File: config.mk
export PLATFORM = sky130hd
export DESIGN_NAME = ahp_host
export DESIGN_NICKNAME = d
export VERILOG_FILES = /design/src/design/ahp_pkg.sv /design/src/design/ahp_fifo.sv /design/src/design/ahp_host.sv
export VERILOG_INCLUDE_DIRS = /design/src /design/src/design
export SDC_FILE = /design/constraint.sdc
export NUM_CORES = 1
export LEC_CHECK = 0
export BUFFER_PORTS_ARGS = -buffer_cell sky130_fd_sc_hd__buf_4
export CORE_MARGIN = 2
export CORE_UTILIZATION = 60
export CTS_BUF_LIST = sky130_fd_sc_hd__clkbuf_16
export DETAILED_ROUTE_END_ITERATION = 12
export PLACE_DENSITY = 0.79
export SETUP_SLACK_MARGIN = 0.4
export SLEW_MARGIN = 5
export SYNTH_ARGS = -nofsm -noshare
export SYNTH_HDL_FRONTEND = slang
export SYNTH_SLANG_ARGS = --single-unit
File: constraint.sdc
create_clock -name i_mclk -period 7.31 [get_ports i_mclk]
set_input_delay 1.462 -clock i_mclk [delete_from_list [all_inputs] [get_ports i_mclk]]
set_output_delay 1.462 -clock i_mclk [all_outputs]
set_load 0.05 [all_outputs]
File: src/design/ahp_cfg.svh
// Constants for the parallel host port controller
`ifndef AHP_CFG_SVH
`define AHP_CFG_SVH
`define AHP_CLK_NS 4
`define AHP_CYC(ns) (((ns) + `AHP_CLK_NS - 1) / `AHP_CLK_NS)
`define AHP_SETUP_NS 70
`define AHP_HOLD_NS 30
`define AHP_IORDY_SAMPLE_NS 35
`define AHP_SYNC_LAT 2
`define AHP_REG8_NS 290
`define AHP_FIFO_DEPTH 16
`define AHP_DATA_W 16
`endif

File: src/design/ahp_pkg.sv
// Types for the parallel host port controller
package ahp_pkg;
  typedef enum logic [2:0] {
    AHP_IDLE,
    AHP_SETUP,
    AHP_ACTIVE,
    AHP_WAIT,
    AHP_HOLD,
    AHP_RECOVER
  } ahp_state_t;
  typedef logic [7:0] ahp_cnt_t;
endpackage

File: src/design/ahp_fifo.sv
// Small flip-flop FIFO with valid and ready on both sides
module ahp_fifo #(
  parameter int WIDTH = 16,
  parameter int DEPTH = 16
) (
  input wire logic i_mclk,
  input wire logic i_rst_n,
  input wire logic i_in_valid,
  output logic o_in_ready,
  input wire logic [WIDTH-1:0] i_in_data,
  output logic o_out_valid,
  input wire logic i_out_ready,
  output logic [WIDTH-1:0] o_out_data
);
  localparam int AW = $clog2(DEPTH);
  logic [WIDTH-1:0] mem [DEPTH];
  logic [AW-1:0] wr_ptr, rd_ptr, next_wr_ptr, next_rd_ptr;
  logic [AW:0] count, next_count;
  logic push, pop;
  assign o_in_ready = count != (AW+1)'(DEPTH);
  assign o_out_valid = count != '0;
  assign o_out_data = mem[rd_ptr];
  assign push = i_in_valid && o_in_ready;
  assign pop = o_out_valid && i_out_ready;
  always_comb begin
    next_wr_ptr = push ? wr_ptr + 1'b1 : wr_ptr;
    next_rd_ptr = pop ? rd_ptr + 1'b1 : rd_ptr;
    next_count = count + (AW+1)'(push) - (AW+1)'(pop);
  end
  always_ff @(posedge i_mclk or negedge i_rst_n) begin
    if (!i_rst_n) begin
      wr_ptr <= '0;
      rd_ptr <= '0;
      count <= '0;
    end else begin
      wr_ptr <= next_wr_ptr;
      rd_ptr <= next_rd_ptr;
      count <= next_count;
    end
  end
  always_ff @(posedge i_mclk) begin
    if (push) begin
      mem[wr_ptr] <= i_in_data;
    end
  end
endmodule

File: src/design/ahp_host.sv
// PIO host controller driving the card's parallel port
`include "ahp_cfg.svh"
module ahp_host
  import ahp_pkg::*;
(
  input wire logic i_mclk,
  input wire logic i_rst_n,
  input wire logic [2:0] i_pio_mode,
  input wire logic i_req_valid,
  output logic o_req_ready,
  input wire logic i_req_write,
  input wire logic i_req_cs_high,
  input wire logic [2:0] i_req_addr,
  input wire logic i_req_reg8,
  input wire logic [15:0] i_req_wdata,
  output logic o_rd_valid,
  input wire logic i_rd_ready,
  output logic [15:0] o_rd_data,
  output logic o_busy,
  output logic o_chip_select_low_n,
  output logic o_chip_select_high_n,
  output logic [2:0] o_host_address_lines,
  output logic o_host_read_strobe_n,
  output logic o_host_write_strobe_n,
  output logic o_register_select_line_n,
  input wire logic [15:0] i_host_data_bus,
  output logic [15:0] o_host_data_bus,
  output logic o_host_data_bus_oe,
  input wire logic i_iordy,
  input wire logic i_iocs16_n,
  output logic o_is16
);
  function automatic ahp_cnt_t cyc_min(input logic [2:0] m);
    unique case (m)
      3'h0: cyc_min = 8'(`AHP_CYC(600));
      3'h1: cyc_min = 8'(`AHP_CYC(383));
      3'h2: cyc_min = 8'(`AHP_CYC(240));
      3'h3: cyc_min = 8'(`AHP_CYC(180));
      3'h4: cyc_min = 8'(`AHP_CYC(120));
      3'h5: cyc_min = 8'(`AHP_CYC(100));
      default: cyc_min = 8'(`AHP_CYC(80));
    endcase
  endfunction
  function automatic ahp_cnt_t act_min(input logic [2:0] m, input logic r8);
    unique case (m)
      3'h0: act_min = r8 ? 8'(`AHP_CYC(`AHP_REG8_NS)) : 8'(`AHP_CYC(165));
      3'h1: act_min = r8 ? 8'(`AHP_CYC(`AHP_REG8_NS)) : 8'(`AHP_CYC(125));
      3'h2: act_min = r8 ? 8'(`AHP_CYC(`AHP_REG8_NS)) : 8'(`AHP_CYC(100));
      3'h3: act_min = 8'(`AHP_CYC(80));
      3'h4: act_min = 8'(`AHP_CYC(70));
      3'h5: act_min = 8'(`AHP_CYC(65));
      default: act_min = 8'(`AHP_CYC(55));
    endcase
  endfunction
  function automatic ahp_cnt_t rec_min(input logic [2:0] m);
    unique case (m)
      3'h0: rec_min = 8'h01;
      3'h1: rec_min = 8'h01;
      3'h2: rec_min = 8'h01;
      3'h3: rec_min = 8'(`AHP_CYC(70));
      3'h4: rec_min = 8'(`AHP_CYC(25));
      3'h5: rec_min = 8'(`AHP_CYC(25));
      default: rec_min = 8'(`AHP_CYC(20));
    endcase
  endfunction
  localparam ahp_cnt_t SETUP_C = 8'(`AHP_CYC(`AHP_SETUP_NS));
  localparam ahp_cnt_t HOLD_C = 8'(`AHP_CYC(`AHP_HOLD_NS));
  localparam ahp_cnt_t SAMPLE_C = 8'(`AHP_CYC(`AHP_IORDY_SAMPLE_NS) + `AHP_SYNC_LAT);

  ahp_state_t state, next_state;
  ahp_cnt_t cnt, next_cnt, total, next_total, act_len, next_act_len;
  logic [2:0] mode, next_mode;
  logic wr, next_wr, csh, next_csh;
  logic [2:0] addr, next_addr;
  logic [15:0] wdata, next_wdata, rdata, next_rdata;
  logic waited, next_waited, rd_push;
  logic is16, next_is16;
  logic [1:0] rdy_sync, cs16_sync;
  logic fifo_in_ready;

  // Two-flop synchronisers on the card's level pins
  always_ff @(posedge i_mclk or negedge i_rst_n) begin
    if (!i_rst_n) begin
      rdy_sync <= 2'h3;
      cs16_sync <= 2'h3;
    end else begin
      rdy_sync <= {rdy_sync[0], i_iordy};
      cs16_sync <= {cs16_sync[0], i_iocs16_n};
    end
  end

  always_comb begin
    next_state = state;
    next_cnt = cnt + 8'h01;
    next_total = total + 8'h01;
    next_act_len = act_len;
    next_mode = mode;
    next_wr = wr;
    next_csh = csh;
    next_addr = addr;
    next_wdata = wdata;
    next_rdata = rdata;
    next_waited = waited;
    next_is16 = is16;
    rd_push = 1'b0;
    unique case (state)
      AHP_IDLE: begin
        next_cnt = '0;
        next_total = '0;
        if (i_req_valid && fifo_in_ready) begin
          next_state = AHP_SETUP;
          next_mode = i_pio_mode;
          next_wr = i_req_write;
          next_csh = i_req_cs_high;
          next_addr = i_req_addr;
          next_wdata = i_req_wdata;
          next_act_len = act_min(i_pio_mode, i_req_reg8);
          next_waited = 1'b0;
        end
      end
      AHP_SETUP: begin
        if (cnt >= SETUP_C - 8'h01) begin
          next_state = AHP_ACTIVE;
          next_cnt = '0;
          next_is16 = (mode <= 3'h2) ? !cs16_sync[1] : 1'b1;
        end
      end
      AHP_ACTIVE: begin
        if (mode <= 3'h4 && cnt == SAMPLE_C && !rdy_sync[1]) begin
          next_state = AHP_WAIT;
          next_waited = 1'b1;
        end else if (cnt >= act_len - 8'h01 && cnt >= SAMPLE_C) begin
          next_state = AHP_HOLD;
          next_cnt = '0;
          next_rdata = i_host_data_bus;
        end else if (cnt >= act_len - 8'h01 && mode > 3'h4) begin
          next_state = AHP_HOLD;
          next_cnt = '0;
          next_rdata = i_host_data_bus;
        end
      end
      AHP_WAIT: begin
        if (rdy_sync[1]) begin
          next_state = AHP_HOLD;
          next_cnt = '0;
          next_rdata = i_host_data_bus;
        end
      end
      AHP_HOLD: begin
        if (cnt >= HOLD_C - 8'h01) begin
          next_state = AHP_RECOVER;
          next_cnt = '0;
          rd_push = !wr;
        end
      end
      default: begin
        if (cnt >= rec_min(mode) - 8'h01 && total >= cyc_min(mode)) begin
          next_state = AHP_IDLE;
        end
      end
    endcase
    if (next_total == 8'hff) begin
      next_total = total;
    end
  end

  always_ff @(posedge i_mclk or negedge i_rst_n) begin
    if (!i_rst_n) begin
      state <= AHP_IDLE;
      cnt <= '0;
      total <= '0;
      act_len <= '0;
      mode <= '0;
      wr <= 1'b0;
      csh <= 1'b0;
      addr <= '0;
      wdata <= '0;
      rdata <= '0;
      waited <= 1'b0;
      is16 <= 1'b1;
    end else begin
      state <= next_state;
      cnt <= next_cnt;
      total <= next_total;
      act_len <= next_act_len;
      mode <= next_mode;
      wr <= next_wr;
      csh <= next_csh;
      addr <= next_addr;
      wdata <= next_wdata;
      rdata <= next_rdata;
      waited <= next_waited;
      is16 <= next_is16;
    end
  end

  ahp_fifo #(
    .WIDTH(`AHP_DATA_W),
    .DEPTH(`AHP_FIFO_DEPTH)
  ) u_rd_fifo (
    .i_mclk(i_mclk),
    .i_rst_n(i_rst_n),
    .i_in_valid(rd_push),
    .o_in_ready(fifo_in_ready),
    .i_in_data(is16 ? rdata : {8'h00, rdata[7:0]}),
    .o_out_valid(o_rd_valid),
    .i_out_ready(i_rd_ready),
    .o_out_data(o_rd_data)
  );

  logic in_cycle;
  assign in_cycle = state != AHP_IDLE && state != AHP_RECOVER;
  assign o_req_ready = state == AHP_IDLE && fifo_in_ready;
  assign o_busy = state != AHP_IDLE;
  assign o_chip_select_low_n = !(in_cycle && !csh);
  assign o_chip_select_high_n = !(in_cycle && csh);
  assign o_host_address_lines = addr;
  // No DMA or Ultra DMA burst is ever started
  assign o_register_select_line_n = 1'b1;
  assign o_host_read_strobe_n = !(!wr && (state == AHP_ACTIVE || state == AHP_WAIT));
  assign o_host_write_strobe_n = !(wr && (state == AHP_ACTIVE || state == AHP_WAIT));
  assign o_host_data_bus = wdata;
  assign o_host_data_bus_oe = wr && in_cycle;
  assign o_is16 = is16;

  // Strobe that ends from AHP_ACTIVE is never shorter than the active minimum; an exit from AHP_WAIT is not checked
  a_strobe_width: assert property (@(posedge i_mclk) disable iff (!i_rst_n)
    (state == AHP_ACTIVE && next_state == AHP_HOLD) |-> cnt >= act_len - 8'h01)
    else $error("strobe ended early");
  a_cycle_total: assert property (@(posedge i_mclk) disable iff (!i_rst_n)
    (state == AHP_RECOVER && next_state == AHP_IDLE) |-> total >= cyc_min(mode))
    else $error("cycle too short");
  a_wait_hold: assert property (@(posedge i_mclk) disable iff (!i_rst_n)
    (state == AHP_WAIT && !rdy_sync[1]) |=> state == AHP_WAIT)
    else $error("wait left without ready");
  a_no_fast_wait: assert property (@(posedge i_mclk) disable iff (!i_rst_n)
    mode > 3'h4 |-> state != AHP_WAIT)
    else $error("wait in fast mode");
  a_is16_fast: assert property (@(posedge i_mclk) disable iff (!i_rst_n)
    (state == AHP_SETUP && next_state == AHP_ACTIVE && mode > 3'h2) |=> is16)
    else $error("select honoured in fast mode");
  a_one_strobe: assert property (@(posedge i_mclk) disable iff (!i_rst_n)
    !(!o_host_read_strobe_n && !o_host_write_strobe_n))
    else $error("both strobes low");
  a_recovery: assert property (@(posedge i_mclk) disable iff (!i_rst_n)
    $rose(state == AHP_RECOVER) |-> o_host_read_strobe_n && o_host_write_strobe_n)
    else $error("strobe in recovery");
  a_rdy_end: assert property (@(posedge i_mclk) disable iff (!i_rst_n)
    (state == AHP_WAIT && rdy_sync[1]) |=> state == AHP_HOLD)
    else $error("strobe not ended after ready");
endmodule

==> Word-level counts from Yosys, hierarchy flattened <==
Memories as Yosys holds them, arrays and structs flattened.
Cells that the tools add are included.
{ "op_classes": {"n_mux": 36, "n_addsub": 8, "n_reduce_logical": 38, "n_eq_ne": 25, "magnitude_cmp": 9} }
{ "ops": {"columns": ["cell", "count"], "rows": [
  ["2-to-1 mux 16 bit", 5],
  ["2-to-1 mux 8 bit", 9],
  ["case mux 8 bit (6 select lines)", 1],
  ["case mux 7 bit (6 select lines)", 1],
  ["case mux 8 bit (5 select lines)", 1],
  ["case mux 16 bit (2 select lines)", 1],
  ["greater-or-equal comparator 8 bit", 3],
  ["2-to-1 mux 3 bit", 8],
  ["2-to-1 mux 7 bit", 3],
  ["== test 3 x 2 -> 1 bit (second input constant)", 6],
  ["adder 8 x 1 -> 8 bit (second input constant)", 2],
  ["subtractor 8 x 1 -> 8 bit (second input constant)", 2],
  ["== test 3 bit (second input constant)", 5],
  ["logical AND 1 bit", 15],
  ["case mux 3 bit (5 select lines)", 1],
  ["case mux 5 bit (3 select lines)", 1],
  ["inequality test 2 bit (second input constant)", 5],
  ["== test 3 x 1 -> 1 bit (second input constant)", 3],
  ["zero test 3 bit", 3],
  ["adder 4 x 1 -> 4 bit (second input constant)", 2],
  ["== test 8 x 4 -> 1 bit (second input constant)", 1],
  ["== test 8 bit (second input constant)", 1],
  ["greater-or-equal comparator 8 x 3 -> 1 bit (second input constant)", 1],
  ["greater-or-equal comparator 8 x 4 -> 1 bit (second input constant)", 1],
  ["other kinds (22)", 35]
]} }
{ "word_totals": {"reg_bits": 85, "mem_bits_rw": 256, "inputBits": 47, "elab_cells": 133, "n_memories": 1} }
{ "mem_list": {"columns": ["name", "depth", "word_bits", "rd", "rd_clocked_by_memory_dff", "wr", "line_no", "source"], "rows": [
  ["u_rd_fifo.mem", 16, 16, 1, 0, 1, "ahp_fifo.sv:16", "logic [WIDTH-1:0] mem [DEPTH];"]
]} }

==> Depth between registers and ports, before layout <==
{ "depth": {"depth_word": 9, "ltp_mapped": 15, "depth_no_buf": 14} }

==> Modules after synthesis <==
Synthesis repeated with hierarchy kept, for this count alone.
{ "unflattened": {"hier_cells": 911, "area_unflattened_um2": 14495.2} }
{ "by_module_without_submodules": {"columns": ["mod", "cells_per_inst", "instances", "area_per_inst_um2"], "rows": [
  ["ahp_fifo", 551, 1, 10627.7],
  ["ahp_host", 360, 1, 3867.5]
]} }

==> Worst setup path before layout <==
OpenSTA, ideal clock, no wires.
{ "synth_timing": {"kind": "register to output", "from": "reg u_rd_fifo.rd_ptr[0]", "to": "out o_rd_data[0]", "t_arrival_ps": 2081, "setup_slack_ps": 3767, "stages_incl_launch_ff": 5, "path_cell_list": "dfrtp_1 > buf_2 > buf_2 > mux4_2 > mux4_2"} }
{ "synth_via": {"elab_chain_cells": 1} }
{ "synth_lines": {"columns": ["element", "line_no", "source"], "rows": [
  ["from (decl)", "ahp_fifo.sv:17", "logic [AW-1:0] wr_ptr, rd_ptr, next_wr_ptr, next_rd_ptr;"],
  ["from (signal assigned)", "ahp_fifo.sv:37", "rd_ptr <= next_rd_ptr;"],
  ["memory read (16 x 16 bit)", null, null],
  ["to (decl)", "ahp_host.sv:18", "output logic [15:0] o_rd_data,"]
]} }
No other way between the ends.

==> Worst setup path in the final report <==
{ "layout_timing": {"from": "reg u_rd_fifo.rd_ptr[0]", "to": "out o_rd_data[15]"} }
The elaborated chain is that of the path after synthesis.

==> impl_metrics.toml <==
[hold_path]
min-delay-path-class = "flop to flop"

[layout]
final-instance-count-excl-fill = 1262
fin_nets = 1006
multiInputGateArea_mm2 = 0.00431
final.fill_count = 1481
num_antenna_cells = 0
layout.cells.most_common_list = "256 x sky130_fd_sc_hd__edfxtp_1, 110 x sky130_fd_sc_hd__buf_4, 80 x sky130_fd_sc_hd__mux4_2, 77 x sky130_fd_sc_hd__dfrtp_1, 41 x sky130_fd_sc_hd__ha_1"
area_delta_synth_final_pct = 15.0
mostFrequentLayoutCell = "sky130_fd_sc_hd__edfxtp_1"
register_area_mm2 = 0.00980
fin_util_pct = 70.3
layout-drive-gt1-share_pct = 33.0
summed_area_of_non_filler_cells_in_the_final_layout_mm2 = 0.0165

[floorplan]
pin_count = 92
die_w_um = 159
die_h_um = 159
design.die.area_mm2 = 0.0251
placement_rows = 56
core_region_area_mm2 = 0.0235
floorplan.initialDensity_pct = 61.1

[drt]
post_drt_via_cell_ratio = 6.03
drt-wirelength-per-cell_um = 23.4
finalWirelength_mm = 29.5
dr.first_iter.drc_count = 629
drtAntennaViolNets = 0
vias = 7608
dr_drc_count = 0
first_pass_iters = 4

[cts]
cts-hold-fix-buffers = 0
ctsLongestPathBuffers = 3
clock_sinks = 340
clk-insertion-delay-late_ns = 0.53
cts_root_buf = "sky130_fd_sc_hd__clkbuf_16"
h-tree-depth = 2
postCtsResizedCells = 0
worst_setup_hold_path_clk_slew_ns = 0.06
cts_inserted_buffers = 34
tritoncts = "yes"
cts.repair_timing.setup_buffer_count = 0

[sta]
timing_max_transition_violations_final = 0
timing.slew.headroom_pct = 19.7
worst_tran_pin_value_ns = 1.20
final.period_utilization_pct = 67.1
report.final.hold_viol_count = 0
final.min_clock_period_ns = 4.90
finalSetupTns_ns = 0
finClkSkew_ns = 0.0263
grt_setup_unrepaired = "no"
worst_slack_ns = 2.41
upper_clock_frequency_limit_mhz = 204
final-setup-viol-count = 0

[critical_path]
crit_path_start_kind = "flop"
slowest_delay_ns = 1.01
setup.worst_path.end_class = "output pin"
slowest_cell_on_the_critical_path = "sky130_fd_sc_hd__dfrtp_4"
cp_data_required_time_ns = 5.85
worstPathArrival_ns = 3.44
crit_path_max_fo = 45
criticalPathCategory = "flop to output pin"
worstPathCellList = "buf_4 -> mux4_2 -> mux4_2 -> buf_4"
ff2ff_setup_slack_ns = 3.68

[grt]
grtUsageTotal_pct = 24.9
first_global_vias = 7923
grt_first_pass_wirelength_mm = 45.6
grt-ovfl-total = 0
maximum_number_of_pins_on_one_net_before_global_route_repair = 68
antenna_violations_before_repair = 0

[placement]
routabilityCongestion = 0.772
dp_worst_setup_slack_ns = 2.89
dp.final_hpwl_mm = 17.4
dp_cells = 1200
dpl-instance-area_mm2 = 0.0154
port_buffers = 90

[logic_synthesis]
yosysWarnings = 0
netlist_instances = 807
share_of_synthesized_area_occupied_by_flip_flops_and_latches_pct = 68.3
ys_types = 60
postSynthNetCount = 896
syn-mean-instance-area_um2 = 17.8
ff_latch_count_synth = 340
synthesized_cell_area_mm2 = 0.0143
synth_top_flop_cell = "sky130_fd_sc_hd__edfxtp_1"
async_reset_ff_share_pct = 24.7
synth_edf_count = 256

[power_and_ir_drop]
cellLeakagePower_nw = 5.50
power-per-cell-area_mw_per_mm2 = 263
largest_voltage_drop_on_the_vdd_net_uv = 201

[flow_run]
drv_cap = 0

[run_status]
run_status = "completed"
==> state kept, by name, summed over array words and instances, names as in the netlist, 4 cells and up <==
register	count
total	8
cnt	8
act_len	7
rdata	16
u_rd_fifo.count	5
u_rd_fifo.mem	256
o_host_data_bus	16
u_rd_fifo.rd_ptr	4
u_rd_fifo.wr_ptr	4
==> cell usage after synthesis, drive strengths merged, types with 2 or more instances <==
library cell	number	share of area (%)
nand4	6	0.26
xor2	11	0.67
and2	9	0.39
or3	4	0.17
and3	3	0.13
buf	21	0.77
o21a	2	0.10
dfstp	5	0.92
nand2	30	0.79
ha	41	3.6
a21o	3	0.16
o21ai	23	0.80
mux2	41	3.5
o211ai	2	0.14
nor3b	3	0.16
nor2b	4	0.17
dfrtp	79	14
o41ai	4	0.24
nand2b	6	0.26
nor2	43	1.2
clkbuf	15	0.39
a21oi	16	0.56
and4	3	0.18
nand3	15	0.61
a211o	2	0.12
nor4	2	0.13
nor3	10	0.35
xnor2	15	0.92
a211oi	5	0.38
mux4	80	13
edfxtp	256	54
or2	3	0.13
inv	29	0.76
==> per-layer routing <==
layer	share of wire [%]	wire length (µm)	GRT usage, %
met1	39	11400	33.2
met2	51	15000	41.5
met3	7.7	2270	5.12
met4	2.7	807	8.58
met5	0	0	0
==> final timing paths <==
check                                             endpoint  cells past startpoint                             from
hold / removal                      cs16_sync[1]$_DFF_PN1_                      0           cs16_sync[0]$_DFF_PN1_
setup / recovery                             o_rd_data[15]                      4  u_rd_fifo.rd_ptr[0]$_DFFE_PN0P_
setup reg to reg             u_rd_fifo.mem[8][9]$_DFFE_PP_                      5                 cnt[1]$_DFF_PN0_
max in group asynchronous  u_rd_fifo.rd_ptr[0]$_DFFE_PN0P_                      2                          i_rst_n
hold reg to reg                     cs16_sync[1]$_DFF_PN1_                      0           cs16_sync[0]$_DFF_PN1_
min in group asynchronous                  csh$_DFFE_PN0P_                      1                          i_rst_n
==> where the power goes <==
group          switching, mW  internal (mW)  total [mW]
Sequential             0.116           2.09        2.20
Clock                  0.714          0.923        1.64
Combinational          0.237          0.258       0.495
Total                   1.07           3.27        4.34
==> stage by stage <==
stage	total power [mW]	hold WS [ns]
6_report	4.34	0.358
5_1_grt	4.50	0.365
4_1_cts	4.38	0.359
3_5_place_dp	2.75	0.351
3_3_place_gp	2.74	0.346
2_1_floorplan	2.61	0.345
==> worst max-delay path, delay by kind of cell, from the launching register on <==
family	cells	cell delay, ns
buf+inv	2	0.77
flops	1	1.01
mux	2	1.09
==> cell families (layout without fill, tap and decap cells) <==
kind of cell,Yosys count,count (layout),share of synthesized area (%)
compound gates,66,66,3.07
simple gates,145,145,5.25
xor+xnor,26,26,1.59
flops,340,340,68.3
fa+ha+maj,42,42,3.72
mux,122,122,16.1
other cells,1,1,0.0262
buf+inv,65,201,1.92
==> cell type report <==
cell class	count	area share, %
flip-flops and latches	340	59.4
multi-input cells	402	26.2
clock buffers	34	5.16
repair buffers	110	5.01
well taps	319	2.42
clock inverters	28	1.17
inverters	29	0.660
Note: power is estimated with default switching activity, not from simulation.
